`src/aset_pkg.sv`:
```
// Package: register map, field layout, reset values and timing of the audio task/event block
package aset_pkg;

    // ****************************************
    // Register byte offsets
    // ****************************************
    localparam logic [11:0] OFS_START_TRIG = 12'h000;
    localparam logic [11:0] OFS_STOP_TRIG  = 12'h004;
    localparam logic [11:0] OFS_RX_FLAG    = 12'h104;
    localparam logic [11:0] OFS_HALT_FLAG  = 12'h108;
    localparam logic [11:0] OFS_TX_FLAG    = 12'h114;
    localparam logic [11:0] OFS_IRQ_MASK   = 12'h300;
    localparam logic [11:0] OFS_IRQ_SET    = 12'h304;
    localparam logic [11:0] OFS_IRQ_CLR    = 12'h308;
    localparam logic [11:0] OFS_RX_EN      = 12'h508;
    localparam logic [11:0] OFS_TX_EN      = 12'h50c;
    localparam logic [11:0] OFS_MCK_EN     = 12'h510;
    localparam logic [11:0] OFS_RX_START   = 12'h538;
    localparam logic [11:0] OFS_TX_START   = 12'h540;
    localparam logic [11:0] OFS_WORD_CNT   = 12'h550;

    // ****************************************
    // Interrupt enable bit positions
    // ****************************************
    localparam int BIT_RX   = 1;
    localparam int BIT_HALT = 2;
    localparam int BIT_TX   = 5;

    // ****************************************
    // Widths and reset values
    // ****************************************
    localparam int          CNT_W       = 14;
    localparam logic [31:0] RST_ZERO    = 32'h0000_0000;
    localparam logic        RST_MCK_EN  = 1'b1;

    // ****************************************
    // Timing: master clock of 4 MHz from 200 MHz
    // ****************************************
    localparam int          CLK_MHZ     = 200;
    localparam int          MCK_MHZ     = 4;
    localparam logic [7:0]  MCK_HALF    = 8'((CLK_MHZ / MCK_MHZ) / 2);

    // ****************************************
    // Transfer states
    // ****************************************
    typedef enum logic [2:0] {
        ST_IDLE = 3'b001,
        ST_RUN  = 3'b010,
        ST_HALT = 3'b100
    } aset_state_type;

endpackage

```
`src/aset_ctrl.sv`:
```
// Module: task, event and interrupt control of a serial audio interface
//
// The implementer's own choice: register access over Wishbone.
`timescale 1ns/1ps
`default_nettype none
// Operation
// - A start trigger begins continuous transfer that runs until a stop is requested.
// - The start trigger also starts the master clock generator when its enable is set.
// - A stop trigger halts transfer and stops the master clock generator.
// - Every stop trigger sets the halted flag once transfer has stopped.
// - The receive flag is set when the receive start address is copied inside.
// - While running with reception on, the receive event repeats every buffer count of words.
// - The transmit flag is set when the transmit start address is copied inside.
// - While running with transmission on, the transmit event repeats every buffer count of words.
// - The enable mask holds one read-write bit per event, one meaning enabled.
// - Writing ones to the enable-set register sets enables; reads show the enables.
// - Writing ones to the enable-clear register clears enables; reads show the enables.
// - One buffer word count gives the length and event period of both directions.
// - With the clock enable set (its reset state) the generator drives the pin, else releases it.
module aset_ctrl (
    // Clock and reset
    input  wire logic        i_ref_clk,
    input  wire logic        i_rst,
    // Wishbone slave
    input  wire logic        i_wb_cyc,
    input  wire logic        i_wb_stb,
    input  wire logic        i_wb_we,
    input  wire logic [11:0] i_wb_adr,
    input  wire logic [3:0]  i_wb_sel,
    input  wire logic [31:0] i_wb_dat,
    output logic      [31:0] o_wb_dat,
    output logic             o_wb_ack,
    // Serial link, from outside the clock domain
    input  wire logic        i_link_bit_clk,
    input  wire logic        i_link_word_sel,
    // Unit control
    output logic             o_rx_active,
    output logic             o_tx_active,
    output logic      [31:0] o_rx_buf_cur,
    output logic      [31:0] o_tx_buf_cur,
    // Master clock pin
    output logic             o_master_audio_clock,
    output logic             o_master_audio_clock_oe,
    // Interrupt
    output logic             o_irq
);

    // ****************************************
    // Register state
    // ****************************************
    aset_pkg::aset_state_type state_r;
    aset_pkg::aset_state_type state_nxt;
    logic                       rx_flag_r;
    logic                       halt_flag_r;
    logic                       tx_flag_r;
    logic [31:0]                mask_r;
    logic                       rx_en_r;
    logic                       tx_en_r;
    logic                       mck_en_r;
    logic [31:0]                rx_start_r;
    logic [31:0]                tx_start_r;
    logic [aset_pkg::CNT_W-1:0] word_cnt_r;
    logic [31:0]                rx_cur_r;
    logic [31:0]                tx_cur_r;
    logic                       ack_r;
    logic [31:0]                rdat_r;
    logic [7:0]                 mck_div_r;
    logic                       mck_r;

    // ****************************************
    // Bus decode
    // ****************************************
    wire        req      = i_wb_cyc & i_wb_stb & ~ack_r;
    wire        wr       = req & i_wb_we;
    wire [31:0] lane     = {{8{i_wb_sel[3]}}, {8{i_wb_sel[2]}},
                            {8{i_wb_sel[1]}}, {8{i_wb_sel[0]}}};
    wire        wr_lo    = wr & i_wb_sel[0];
    wire        hit_start = i_wb_adr == aset_pkg::OFS_START_TRIG;
    wire        hit_stop  = i_wb_adr == aset_pkg::OFS_STOP_TRIG;
    wire        hit_rxf   = i_wb_adr == aset_pkg::OFS_RX_FLAG;
    wire        hit_hlf   = i_wb_adr == aset_pkg::OFS_HALT_FLAG;
    wire        hit_txf   = i_wb_adr == aset_pkg::OFS_TX_FLAG;
    wire        hit_mask  = i_wb_adr == aset_pkg::OFS_IRQ_MASK;
    wire        hit_set   = i_wb_adr == aset_pkg::OFS_IRQ_SET;
    wire        hit_clr   = i_wb_adr == aset_pkg::OFS_IRQ_CLR;
    wire        hit_reception_enable  = i_wb_adr == aset_pkg::OFS_RX_EN;
    wire        hit_transmission_enable  = i_wb_adr == aset_pkg::OFS_TX_EN;
    wire        hit_master_clock_gen_enable = i_wb_adr == aset_pkg::OFS_MCK_EN;
    wire        hit_rxs   = i_wb_adr == aset_pkg::OFS_RX_START;
    wire        hit_txs   = i_wb_adr == aset_pkg::OFS_TX_START;
    wire        hit_cnt   = i_wb_adr == aset_pkg::OFS_WORD_CNT;

    // ****************************************
    // Tasks
    // ****************************************
    wire start_trig = wr_lo & hit_start & i_wb_dat[0];
    wire stop_trig  = wr_lo & hit_stop & i_wb_dat[0];

    // Stop has priority when both land together in idle or run: the halted flag must follow
    always_comb begin
        state_nxt = state_r;
        unique case (state_r)
            aset_pkg::ST_IDLE: begin
                if (stop_trig) begin
                    state_nxt = aset_pkg::ST_HALT;
                end else if (start_trig) begin
                    state_nxt = aset_pkg::ST_RUN;
                end
            end
            aset_pkg::ST_RUN: begin
                if (stop_trig) begin
                    state_nxt = aset_pkg::ST_HALT;
                end
            end
            aset_pkg::ST_HALT: begin
                state_nxt = start_trig ? aset_pkg::ST_RUN : aset_pkg::ST_IDLE;
            end
            default: state_nxt = aset_pkg::ST_IDLE;
        endcase
    end

    wire running  = state_r == aset_pkg::ST_RUN;
    wire halt_evt = state_r == aset_pkg::ST_HALT;
    wire go_run   = state_r != aset_pkg::ST_RUN && state_nxt == aset_pkg::ST_RUN;

    // ****************************************
    // Link sampling, two flops before use
    // ****************************************
    logic [1:0] bclk_sync_r;
    logic [1:0] wsel_sync_r;
    logic       bclk_prev_r;
    logic       wsel_prev_r;

    always_ff @(posedge i_ref_clk) begin
        if (i_rst) begin
            bclk_sync_r <= 2'h0;
            wsel_sync_r <= 2'h0;
            bclk_prev_r <= 1'b0;
            wsel_prev_r <= 1'b0;
        end else begin
            bclk_sync_r <= {bclk_sync_r[0], i_link_bit_clk};
            wsel_sync_r <= {wsel_sync_r[0], i_link_word_sel};
            bclk_prev_r <= bclk_sync_r[1];
            if (bclk_sync_r[1] & ~bclk_prev_r) begin
                wsel_prev_r <= wsel_sync_r[1];
            end
        end
    end

    // One word ends at each word-select change seen on a bit clock rise
    wire bclk_rise = bclk_sync_r[1] & ~bclk_prev_r;
    wire word_done = bclk_rise & (wsel_sync_r[1] != wsel_prev_r);

    // ****************************************
    // Event flags, set wins over a clearing write
    // ****************************************
    wire rx_clr   = wr_lo & hit_rxf & ~i_wb_dat[0];
    wire halt_clr = wr_lo & hit_hlf & ~i_wb_dat[0];
    wire tx_clr   = wr_lo & hit_txf & ~i_wb_dat[0];
    wire rx_on    = running & rx_en_r;
    wire tx_on    = running & tx_en_r;

    always_ff @(posedge i_ref_clk) begin
        if (i_rst) begin
            halt_flag_r <= 1'b0;
        end else begin
            halt_flag_r <= halt_evt | (halt_flag_r & ~halt_clr);
        end
    end

    // ****************************************
    // Word counters and double-buffer copies
    // ****************************************
    // Both directions share one word count, so their events line up
    aset_dir_track u_rx_track (
        .i_ref_clk    (i_ref_clk),
        .i_rst        (i_rst),
        .i_go         (go_run),
        .i_en         (rx_en_r),
        .i_on         (rx_on),
        .i_word       (word_done),
        .i_word_cnt   (word_cnt_r),
        .i_start_addr (rx_start_r),
        .i_clear      (rx_clr),
        .o_cur_addr   (rx_cur_r),
        .o_flag       (rx_flag_r)
    );

    aset_dir_track u_tx_track (
        .i_ref_clk    (i_ref_clk),
        .i_rst        (i_rst),
        .i_go         (go_run),
        .i_en         (tx_en_r),
        .i_on         (tx_on),
        .i_word       (word_done),
        .i_word_cnt   (word_cnt_r),
        .i_start_addr (tx_start_r),
        .i_clear      (tx_clr),
        .o_cur_addr   (tx_cur_r),
        .o_flag       (tx_flag_r)
    );

    // ****************************************
    // Interrupt enables and configuration
    // ****************************************
    wire [31:0] irq_bits = (32'h1 << aset_pkg::BIT_RX)
                         | (32'h1 << aset_pkg::BIT_HALT)
                         | (32'h1 << aset_pkg::BIT_TX);
    wire [31:0] wmask    = i_wb_dat & lane & irq_bits;
    wire [31:0] mask_wr  = (mask_r & ~(lane & irq_bits)) | wmask;

    always_ff @(posedge i_ref_clk) begin
        if (i_rst) begin
            mask_r     <= aset_pkg::RST_ZERO;
            rx_en_r    <= 1'b0;
            tx_en_r    <= 1'b0;
            mck_en_r   <= aset_pkg::RST_MCK_EN;
            rx_start_r <= aset_pkg::RST_ZERO;
            tx_start_r <= aset_pkg::RST_ZERO;
            word_cnt_r <= '0;
        end else begin
            if (wr & hit_mask) begin
                mask_r <= mask_wr;
            end else if (wr & hit_set) begin
                mask_r <= mask_r | wmask;
            end else if (wr & hit_clr) begin
                mask_r <= mask_r & ~wmask;
            end
            if (wr_lo & hit_reception_enable) begin
                rx_en_r <= i_wb_dat[0];
            end
            if (wr_lo & hit_transmission_enable) begin
                tx_en_r <= i_wb_dat[0];
            end
            if (wr_lo & hit_master_clock_gen_enable) begin
                mck_en_r <= i_wb_dat[0];
            end
            if (wr & hit_rxs) begin
                rx_start_r <= (rx_start_r & ~lane) | (i_wb_dat & lane);
            end
            if (wr & hit_txs) begin
                tx_start_r <= (tx_start_r & ~lane) | (i_wb_dat & lane);
            end
            if (wr & hit_cnt) begin
                word_cnt_r <= (word_cnt_r & ~lane[aset_pkg::CNT_W-1:0])
                            | (i_wb_dat[aset_pkg::CNT_W-1:0] & lane[aset_pkg::CNT_W-1:0]);
            end
        end
    end

    // ****************************************
    // Master clock generator
    // ****************************************
    // Runs only while transferring; stop freezes it low
    wire mck_run  = running & mck_en_r;
    wire mck_tick = mck_div_r == aset_pkg::MCK_HALF - 8'h1;

    always_ff @(posedge i_ref_clk) begin
        if (i_rst) begin
            mck_div_r <= 8'h0;
            mck_r     <= 1'b0;
        end else if (!mck_run) begin
            mck_div_r <= 8'h0;
            mck_r     <= 1'b0;
        end else if (mck_tick) begin
            mck_div_r <= 8'h0;
            mck_r     <= ~mck_r;
        end else begin
            mck_div_r <= mck_div_r + 8'h1;
        end
    end

    // ****************************************
    // Read mux and acknowledge
    // ****************************************
    wire [31:0] flag_rd  = {31'h0, hit_rxf ? rx_flag_r : hit_hlf ? halt_flag_r : tx_flag_r};
    wire        flag_hit = hit_rxf | hit_hlf | hit_txf;
    wire        mask_hit = hit_mask | hit_set | hit_clr;
    wire [31:0] rd_mux   = flag_hit  ? flag_rd
                         : mask_hit  ? mask_r
                         : hit_reception_enable  ? {31'h0, rx_en_r}
                         : hit_transmission_enable  ? {31'h0, tx_en_r}
                         : hit_master_clock_gen_enable ? {31'h0, mck_en_r}
                         : hit_rxs   ? rx_start_r
                         : hit_txs   ? tx_start_r
                         : hit_cnt   ? {{(32-aset_pkg::CNT_W){1'b0}}, word_cnt_r}
                         : aset_pkg::RST_ZERO;

    // One wait-free cycle: ack follows the request by one edge
    always_ff @(posedge i_ref_clk) begin
        if (i_rst) begin
            state_r <= aset_pkg::ST_IDLE;
            ack_r   <= 1'b0;
            rdat_r  <= aset_pkg::RST_ZERO;
        end else begin
            state_r <= state_nxt;
            ack_r   <= req;
            if (req & ~i_wb_we) begin
                rdat_r <= rd_mux;
            end
        end
    end

    // ****************************************
    // Outputs
    // ****************************************
    assign o_wb_ack                = ack_r;
    assign o_wb_dat                = rdat_r;
    assign o_rx_active             = running & rx_en_r;
    assign o_tx_active             = running & tx_en_r;
    assign o_rx_buf_cur            = rx_cur_r;
    assign o_tx_buf_cur            = tx_cur_r;
    assign o_master_audio_clock    = mck_r;
    assign o_master_audio_clock_oe = mck_en_r;
    assign o_irq = |({26'h0, tx_flag_r, 2'h0, halt_flag_r, rx_flag_r, 1'b0} & mask_r);

endmodule

// ****************************************
// Per-direction tracker: word count, pointer copy and event flag
// ****************************************
module aset_dir_track (
    // Clock and reset
    input  wire logic                       i_ref_clk,
    input  wire logic                       i_rst,
    // Control
    input  wire logic                       i_go,
    input  wire logic                       i_en,
    input  wire logic                       i_on,
    input  wire logic                       i_word,
    input  wire logic [aset_pkg::CNT_W-1:0] i_word_cnt,
    input  wire logic [31:0]                i_start_addr,
    input  wire logic                       i_clear,
    // Status
    output logic      [31:0]                o_cur_addr,
    output logic                            o_flag
);

    // ****************************************
    // Counter, pointer copy and flag
    // ****************************************
    logic [aset_pkg::CNT_W-1:0] cnt_r;
    logic [31:0]                cur_r;
    logic                       flag_r;

    // A zero count never completes a buffer, so no periodic event fires
    wire [aset_pkg::CNT_W-1:0] last = i_word_cnt - aset_pkg::CNT_W'(1);
    wire step = i_on & i_word;
    wire wrap = step & (i_word_cnt != '0) & (cnt_r == last);
    wire copy = (i_go & i_en) | wrap;

    // Counter restarts at every start so each run begins a fresh buffer
    always_ff @(posedge i_ref_clk) begin
        if (i_rst) begin
            cnt_r  <= '0;
            cur_r  <= aset_pkg::RST_ZERO;
            flag_r <= 1'b0;
        end else begin
            if (i_go | wrap) begin
                cnt_r <= '0;
            end else if (step) begin
                cnt_r <= cnt_r + aset_pkg::CNT_W'(1);
            end
            if (copy) begin
                cur_r <= i_start_addr;
            end
            flag_r <= copy | (flag_r & ~i_clear);
        end
    end

    // ****************************************
    // Outputs
    // ****************************************
    assign o_cur_addr = cur_r;
    assign o_flag     = flag_r;

endmodule
`default_nettype wire

```
`config.mk`:
```
export PLATFORM = sky130hd
export DESIGN_NAME = aset_ctrl
export DESIGN_NICKNAME = d
export VERILOG_FILES = /design/src/aset_pkg.sv /design/src/aset_ctrl.sv
export SDC_FILE = /design/constraint.sdc
export NUM_CORES = 1
export LEC_CHECK = 0
export BUFFER_PORTS_ARGS = -buffer_cell sky130_fd_sc_hd__buf_2
export CAP_MARGIN = 40
export CORE_MARGIN = 4
export CORE_UTILIZATION = 40
export DETAILED_ROUTE_END_ITERATION = 8
export RECOVER_POWER = 50
export SLEW_MARGIN = 5
export SYNTH_ARGS = -nofsm -noshare
export SYNTH_HDL_FRONTEND = slang
export SYNTH_SLANG_ARGS = --single-unit
```
`constraint.sdc`:
```
create_clock -name i_ref_clk -period 3.5 [get_ports i_ref_clk]
set_input_delay 0.7 -clock i_ref_clk [delete_from_list [all_inputs] [get_ports i_ref_clk]]
set_output_delay 0.7 -clock i_ref_clk [all_outputs]
set_load 0.005 [all_outputs]
```
==> impl_table.tex, run 1 <==
\begin{tabular}{lr}
\hline
Metric & Value \\
\hline
\multicolumn{2}{l}{\textbf{Timing}} \\
Sum of negative setup slack & 0 ps \\
Worst setup margin & 242 ps \\
Setup violations, final & 0 \\
Final Hold Vio Count & 0 \\
Worst hold-check slack & 364 ps \\
Fmax & 307 MHz \\
Setup repair after global routing missed its margin & false \\
Worst slew pin tran & 1750 ps \\
Slew Limit Fails & 156 \\
Crit share post-route & 0.931 \\
Minimum clock period & $\sim$3300 ps \\
Worst Clk Skew & 14.7 ps \\
Slew Limit Headroom & -0.167 \\
\multicolumn{2}{l}{\textbf{Floorplan}} \\
Die Y-Extent & 170 um \\
Number of ports placed on the die boundary & 157 \\
Number of standard-cell rows in the floorplan & 59 \\
Die width & about 170 um \\
DIE AREA & between 20000 and 30000 um2 \\
Starting Density & 0.405 \\
Core Box Area & 26000 um2 \\
\multicolumn{2}{l}{\textbf{Critical path}} \\
CP Capture Type & flip-flop \\
Critical setup path kind & reg -> reg \\
Critical path fanouts, max & 33 \\
Worst path cell trace & inv\_1, ha\_1, buf\_4, nor3b\_1, xnor2\_1, xor2\_1, o2111ai\_1, o41ai\_4, buf\_12, mux2i\_1, nor2\_1 \\
CP peak stage delay & 590 ps \\
Type of element launching the critical path & flip-flop \\
Data arrival at the endpoint of the critical path & 3620 ps \\
Critical path required time & 3860 ps \\
Cell type group with the largest total delay on the critical path & compound AO/OA/AOI/OAI gates \\
Critical Path Slowest Stage Cell & sky130\_fd\_sc\_hd\_\_dfxtp\_1 \\
Number of buffer and inverter stages on the critical path & 3 \\
\multicolumn{2}{l}{\textbf{Placement}} \\
Worst-case setup slack after placement & 108 ps \\
GPL Wtd Cong & 0.919 \\
Number of cells in the design after placement & roughly 1600 \\
Port Buffers & 156 \\
Half-perimeter wire length after placement & 22900 um \\
\multicolumn{2}{l}{\textbf{Final layout}} \\
Share of post-route cells with drive strength above 1 & 0.125 \\
Most frequent cells in the layout & 230 x sky130\_fd\_sc\_hd\_\_dfxtp\_1, 204 x sky130\_fd\_sc\_hd\_\_nor2\_1, 131 x sky130\_fd\_sc\_hd\_\_mux2i\_1 \\
Relative area change from synthesis to final layout & 17.5\% \\
Most common cell after layout, fill and taps aside & sky130\_fd\_sc\_hd\_\_dfxtp\_1 \\
Finished Layout Cells & 1673 \\
Final net count & 1380 \\
\multicolumn{2}{l}{\textbf{Detailed routing}} \\
Number of DRC markers in iteration 0 & 792 \\
Ratio of routed vias to standard cells & 5.43 \\
Total vias in the final route & 9083 \\
Post-DR wirelength/cell & around 19 um \\
Detailed-route DRC error count & 0 \\
Detailed Routing Iterations Pass 1 & 5 \\
Post-DRT Antenna Nets & 0 \\
Routed Wire Length & roughly 32000 um \\
\multicolumn{2}{l}{\textbf{CTS}} \\
CTS-repair resized insts & 0 \\
Number of hold buffers added after cts & 0 \\
Number of buffers created by CTS & 27 \\
Worst-Skew Late Latency & 560 ps \\
Max Root-Sink Buffers & 3 \\
Clock tree from TritonCTS & built \\
Depth of the CTS H-tree & 1 \\
Clk sinks & 230 \\
Library cell used as clock root buffer & sky130\_fd\_sc\_hd\_\_clkbuf\_16 \\
Clock transition time at the flip-flop clock pins of the worst setup and hold paths & 60 ps \\
Setup Fix Bufs, Post-CTS & 0 \\
\multicolumn{2}{l}{\textbf{GRT}} \\
Vias in the first global route & 8725 \\
Antenna violations before repair & 3 \\
Remaining global-route overflow & 0 \\
Pin count of the biggest net entering global routing & 156 \\
Global-route wire length before repair & around 50000 um \\
Total Routing Usage GR & 0.215 \\
\multicolumn{2}{l}{\textbf{Synthesis}} \\
Number of synthesized flops with an enable pin & 0 \\
Cell Area, Synth & about 11000 um2 \\
Synthesized instance count & 1192 \\
Most used DFF post-synth & sky130\_fd\_sc\_hd\_\_dfxtp\_1 \\
Number of storage elements in the synthesis netlist & 230 \\
Post-Synthesis Mean Instance Area & 8.83 um2 \\
Number of unique standard cell types used by synthesis & between 60 and 70 \\
Sequential element share of the synthesized area & 0.437 \\
Synth warnings & 0 \\
Net count after synthesis & around 1300 \\
Post-synth ARST share & 0 \\
\multicolumn{2}{l}{\textbf{Power}} \\
Peak VDD IR & approximately 0.40 mV \\
Static power due to leakage & 4.50 nW \\
Post-layout total power & 5.43 mW \\
Power density over cell area & 439 nW/um2 \\
\multicolumn{2}{l}{\textbf{Run status}} \\
Outcome & complete, but fails checks \\
Violated checks & max-capacitance violations, max-slew violations \\
\multicolumn{2}{l}{\textbf{Worst hold path}} \\
Worst hold path class & in -> reg \\
\multicolumn{2}{l}{\textbf{Job}} \\
Maximum capacitance violations & 1 \\
\hline
\end{tabular}
==> cell usage after synthesis, types with 6 or more instances <==
cell type | instances | area, um2
sky130_fd_sc_hd__a21oi_1 | 15 | 75.1
sky130_fd_sc_hd__dfxtp_1 | 230 | 4600
sky130_fd_sc_hd__and3_1 | 16 | 100
sky130_fd_sc_hd__nand4_1 | 18 | 113
sky130_fd_sc_hd__nor2_1 | 204 | 766
sky130_fd_sc_hd__nand2b_1 | 8 | 50.1
sky130_fd_sc_hd__inv_1 | 49 | 184
sky130_fd_sc_hd__a31oi_1 | 6 | 37.5
sky130_fd_sc_hd__o21ai_1 | 17 | 85.1
sky130_fd_sc_hd__xor2_1 | 27 | 236
sky130_fd_sc_hd__xnor2_1 | 35 | 307
sky130_fd_sc_hd__o21ai_0 | 43 | 215
sky130_fd_sc_hd__o2111ai_1 | 36 | 315
sky130_fd_sc_hd__nor2b_1 | 14 | 87.6
sky130_fd_sc_hd__or3_1 | 8 | 50.1
sky130_fd_sc_hd__a22oi_1 | 29 | 218
sky130_fd_sc_hd__nor4_1 | 13 | 81.3
sky130_fd_sc_hd__nand3_1 | 31 | 155
sky130_fd_sc_hd__clkbuf_1 | 81 | 304
sky130_fd_sc_hd__nor3_1 | 29 | 145
sky130_fd_sc_hd__mux2i_1 | 131 | 1310
sky130_fd_sc_hd__a22o_1 | 18 | 158
sky130_fd_sc_hd__nand2_1 | 53 | 199
==> routing by layer <==
layer | share of wire | track usage | vias up
li1 | - | - | 4443
met1 | 0.45 | 0.296 | 4268
met2 | 0.45 | 0.331 | 305
met3 | 0.069 | 0.0483 | 67
met4 | 0.034 | 0.0750 | 0
met5 | 0 | 0 | -
==> final cells by class <==
class	instances	area (um2)
well taps	335	419
clock inverters	7	77.6
fillers	2592	13600
multi-input cells	820	5370
repair buffers	192	966
inverters	49	184
diodes	3	7.51
clock buffers	37	743
flip-flops and latches	230	4600
==> kinds of logic after synthesis <==
group	Yosys count	synth area share
AO/OA/AOI/OAI	189	0.127
flip-flops	230	0.437
adder cells (fa/ha/maj)	5	0.00594
multiplexers	131	0.125
AND/OR/NAND/NOR	431	0.194
XOR/XNOR	64	0.0558
buffers and inverters	142	0.0549
==> through the flow <==
| stage | utilization | instance area (um2) |
|---|---|---|
| after floorplan | - | 10500 |
| after global placement | 0.449 | 11700 |
| after detailed placement | 0.449 | 11700 |
| after CTS | 0.481 | 12500 |
| after global routing | 0.476 | 12400 |
| final | 0.476 | 12400 |
==> final timing paths <==
path                                      start                         to  slack, ps  cells after the start
worst max-delay path                  flip-flop  u_rx_track.o_cur_addr[11]        240                     11
worst min-delay path            i_link_word_sel             wsel_sync_r[0]        360                      2
worst max register to register        flip-flop  u_rx_track.o_cur_addr[11]        240                     11
worst min register to register   wsel_sync_r[0]             wsel_sync_r[1]        450                      1
==> power breakdown <==
group | total (mW) | switching, mW | internal, mW
sequential | 2.62 | 0.00180 | 2.62
clock | 2.66 | 1.11 | 1.55
combinational | 0.150 | 0.108 | 0.0418
total | 5.43 | 1.22 | 4.21
Power figures use the tool's default switching activity.
==> run 2, diff against run 1 <==
--- a/config.mk
+++ b/config.mk
@@ -5,6 +5,7 @@
 export SDC_FILE = /design/constraint.sdc
 export NUM_CORES = 1
 export LEC_CHECK = 0
+export ABC_AREA = 1
 export BUFFER_PORTS_ARGS = -buffer_cell sky130_fd_sc_hd__buf_2
 export CAP_MARGIN = 40
 export CORE_MARGIN = 4
==> run 2 against run 1 <==
Total power rose by 2.7%. Hold slack improved by 11 ps. Clock-buffer cell count did not move. Critical endpoint is now u_rx_track.o_cur_addr[15]. Sequential cell count did not move. Core utilization rose by 0.19 points. The run still ends with max-capacitance violations, max-slew violations left. Synthesized cell count rose by 31%. Critical path depth rose by 3. Final cell count rose by 23%.
==> impl_table.tex, run 2 <==
\begin{tabular}{lr}
\hline
Metric & Value \\
\hline
\multicolumn{2}{l}{\textbf{GRT}} \\
Antenna violations before repair & 0 \\
Pin count of the biggest net entering global routing & between 60 and 70 \\
Remaining global-route overflow & 0 \\
Vias in the first global route & 9571 \\
Global-route wire length before repair & between 40000 and 50000 um \\
Total Routing Usage GR & 0.203 \\
\multicolumn{2}{l}{\textbf{Floorplan}} \\
Starting Density & 0.409 \\
DIE AREA & 29400 um2 \\
Number of standard-cell rows in the floorplan & 59 \\
Number of ports placed on the die boundary & between 150 and 200 \\
Die width & 171 um \\
Die Y-Extent & between 150 and 200 um \\
Core Box Area & around 26000 um2 \\
\multicolumn{2}{l}{\textbf{CTS}} \\
CTS-repair resized insts & 0 \\
Clock transition time at the flip-flop clock pins of the worst setup and hold paths & 60 ps \\
Clk sinks & 230 \\
Worst-Skew Late Latency & around 530 ps \\
Clock tree from TritonCTS & built \\
Setup Fix Bufs, Post-CTS & 0 \\
Number of buffers created by CTS & 26 \\
Library cell used as clock root buffer & sky130\_fd\_sc\_hd\_\_clkbuf\_16 \\
Number of hold buffers added after cts & 0 \\
Max Root-Sink Buffers & 3 \\
Depth of the CTS H-tree & 1 \\
\multicolumn{2}{l}{\textbf{Timing}} \\
Worst Clk Skew & between 9 and 10 ps \\
Final Hold Vio Count & 0 \\
Setup violations, final & 0 \\
Slew Limit Headroom & -0.0134 \\
Sum of negative setup slack & 0 ps \\
Worst slew pin tran & 1520 ps \\
Setup repair after global routing missed its margin & false \\
Worst setup margin & 671 ps \\
Slew Limit Fails & 39 \\
Fmax & 353 MHz \\
Minimum clock period & 2830 ps \\
Crit share post-route & 0.808 \\
\multicolumn{2}{l}{\textbf{Synthesis}} \\
Library cell with the highest instance count after synthesis & sky130\_fd\_sc\_hd\_\_nand2\_1 \\
Largest area contributor in the synthesized netlist & sky130\_fd\_sc\_hd\_\_dfxtp\_1 \\
Yosys top cell area share & 0.431 \\
Synth warnings & 0 \\
Top area cells in the synthesized netlist & sky130\_fd\_sc\_hd\_\_dfxtp\_1 43\%, sky130\_fd\_sc\_hd\_\_nand2\_1 12\%, sky130\_fd\_sc\_hd\_\_inv\_1 7.6\% \\
Cell Area, Synth & roughly 11000 um2 \\
Number of synthesized flops with an enable pin & 0 \\
Sequential element share of the synthesized area & 0.431 \\
Most used DFF post-synth & sky130\_fd\_sc\_hd\_\_dfxtp\_1 \\
List of most frequent post-synthesis cells & 343 x sky130\_fd\_sc\_hd\_\_nand2\_1, 230 x sky130\_fd\_sc\_hd\_\_dfxtp\_1, 215 x sky130\_fd\_sc\_hd\_\_inv\_1, 187 x sky130\_fd\_sc\_hd\_\_nor2\_1, 158 x sky130\_fd\_sc\_hd\_\_a21oi\_1 \\
Post-synth ARST share & 0 \\
Number of storage elements in the synthesis netlist & 230 \\
Net count after synthesis & between 1500 and 2000 \\
Post-Synthesis Mean Instance Area & 6.83 um2 \\
Synthesized instance count & about 1600 \\
Number of unique standard cell types used by synthesis & 41 \\
\multicolumn{2}{l}{\textbf{Final layout}} \\
Combined area of the multi-input logic cells & between 4000 and 5000 um2 \\
Finished Layout Cells & 2053 \\
Share of post-route cells with drive strength above 1 & 0.107 \\
FF/Latch Area & 4600 um2 \\
Fillers & $\sim$2800 \\
Relative area change from synthesis to final layout & 17.0\% \\
Most common cell after layout, fill and taps aside & sky130\_fd\_sc\_hd\_\_nand2\_1 \\
Post-layout util & 0.478 \\
Final net count & 1760 \\
Inserted Diodes & 0 \\
Most frequent cells in the layout & 344 x sky130\_fd\_sc\_hd\_\_nand2\_1, 230 x sky130\_fd\_sc\_hd\_\_dfxtp\_1, 215 x sky130\_fd\_sc\_hd\_\_inv\_1 \\
\multicolumn{2}{l}{\textbf{Placement}} \\
Worst-case setup slack after placement & 554 ps \\
GPL Wtd Cong & a little over 0.9 \\
Half-perimeter wire length after placement & 21900 um \\
Port Buffers & between 150 and 200 \\
Number of cells in the design after placement & between 2000 and 2500 \\
\multicolumn{2}{l}{\textbf{Critical path}} \\
R2r setup slk & 670 ps \\
Critical path required time & 3920 ps \\
Type of element launching the critical path & flip-flop \\
Worst path cell trace & inv\_2, ha\_1, nand2\_4, nor2\_8, nand3\_1, nand2\_1, nand2\_1, nand2\_1, nor2\_1, nand3\_2, buf\_4, nand3\_1, nand2\_1, nor2\_1 \\
CP Capture Type & flip-flop \\
Critical path fanouts, max & 65 \\
CP peak stage delay & 540 ps \\
Crit path top cell by count & sky130\_fd\_sc\_hd\_\_nand2\_1 \\
Critical Path Slowest Stage Cell & sky130\_fd\_sc\_hd\_\_buf\_4 \\
Timing endpoint of the critical path & u\_rx\_track.o\_cur\_addr[15] \\
R2R depth & 14 \\
Critical setup path kind & reg -> reg \\
Data arrival at the endpoint of the critical path & 3250 ps \\
Worst reg2reg path endpoint & u\_rx\_track.o\_cur\_addr[15] \\
\multicolumn{2}{l}{\textbf{Detailed routing}} \\
Total vias in the final route & 10300 \\
Detailed Routing Iterations Pass 1 & 5 \\
Post-DR wirelength/cell & around 15 um \\
Ratio of routed vias to standard cells & 5.00 \\
Met3 wire length & a little under 2000 um \\
Routed wire length on met2 & around 13000 um \\
Met1 wire length & 14400 um \\
Highest metal used & met4 \\
Detailed-route DRC error count & 0 \\
Routed Wire Length & $\sim$31000 um \\
Number of DRC markers in iteration 0 & 729 \\
Post-DRT Antenna Nets & 0 \\
\multicolumn{2}{l}{\textbf{Worst hold path}} \\
Worst hold path class & in -> reg \\
\multicolumn{2}{l}{\textbf{Power}} \\
Clock power share & 0.500 \\
Post-layout total power & 5.58 mW \\
Static power due to leakage & 5.14 nW \\
Relative contribution of combinational cells to total power & 0.029 \\
Peak VDD IR & approximately 0.28 mV \\
Sequential share of power & 0.470 \\
Switching Power & between 1 and 1.5 mW \\
Power density over cell area & 446 nW/um2 \\
Switching power as a share of total power & 0.218 \\
P\_int & 4.36 mW \\
\multicolumn{2}{l}{\textbf{Job}} \\
Maximum capacitance violations & 1 \\
\multicolumn{2}{l}{\textbf{Run status}} \\
Outcome & complete, but fails checks \\
Violated checks & max-capacitance violations, max-slew violations \\
\hline
\end{tabular}
[run 2: cell types whose count changed in the layout (fill, tap and decap cells not counted), sizes merged, moves of 16 or more]
cell	delta
a21oi	+143
inv	+167
nand2	+297
o22ai	+24
xnor2	-32
a22oi	-29
o2111ai	-36
a22o	-18
o21ai	+26
nand3	+84
xor2	-16
mux2i	-131
[run 2: cells by family (layout without fill, tap and decap cells)]
| kind of cell | after synthesis | in the layout | share of synthesized area |
|---|---|---|---|
| AO/OA/AOI/OAI | 299 | 299 | 0.151 |
| XOR/XNOR | 14 | 14 | 0.0115 |
| adder cells (fa/ha/maj) | 5 | 5 | 0.00586 |
| buffers and inverters | 284 | 440 | 0.108 |
| flip-flops | 230 | 230 | 0.431 |
| AND/OR/NAND/NOR | 730 | 730 | 0.292 |
[run 2: metrics by stage]
step | instance area [um2] | hold slack [ps]
global route | 12500 | 381
CTS | 12600 | 355
detailed placement | 11700 | 395
finish | 12500 | 375
floorplan | 10700 | 388
global placement | 11700 | 390
[run 2: how the worst min path moves through the flow]
stage | depth (start not counted) | to | startpoint
after global placement | 2 | wsel_sync_r[1] | wsel_sync_r[0]
after floorplan | 2 | bclk_sync_r[1] | bclk_sync_r[0]
final | 3 | wsel_sync_r[0] | i_link_word_sel
after global routing | 3 | wsel_sync_r[0] | i_link_word_sel
after detailed placement | 2 | wsel_sync_r[1] | wsel_sync_r[0]
after CTS | 3 | wsel_sync_r[0] | i_link_word_sel
[run 2: metal layers]
| metal | vias to the layer above | GRT usage |
|---|---|---|
| met5 | - | 0 |
| met4 | 0 | 0.0493 |
| met3 | 47 | 0.0342 |
| met2 | 282 | 0.322 |
| met1 | 4619 | 0.290 |
| li1 | 5307 | - |
[run 2: power by group through the flow]
stage	clock, mW	sequential, mW	combinational (mW)
2_1_floorplan	0	2.68	0.0859
3_3_place_gp	0	2.68	0.163
3_5_place_dp	0	2.68	0.163
4_1_cts	2.87	2.62	0.164
5_1_grt	2.96	2.62	0.184
6_report	2.79	2.62	0.163
[run 2: area by class of cell]
class | instances | share of cell area
Clock buffer | 37 | 0.0626
Clock inverter | 9 | 0.00851
Timing Repair Buffer | 176 | 0.0671
Multi-Input combinational cell | 1048 | 0.394
Inverter | 218 | 0.0656
Sequential cell | 230 | 0.369
Tap cell | 335 | 0.0336
[run 2: worst max-delay path, delay by kind of cell (launching register included)]
family | cells | cell delay, ps
and+or+nand+nor | 11 | 1190
adders and majority gates | 1 | 440
buffers and inverters | 2 | 700
DFF | 1 | 340
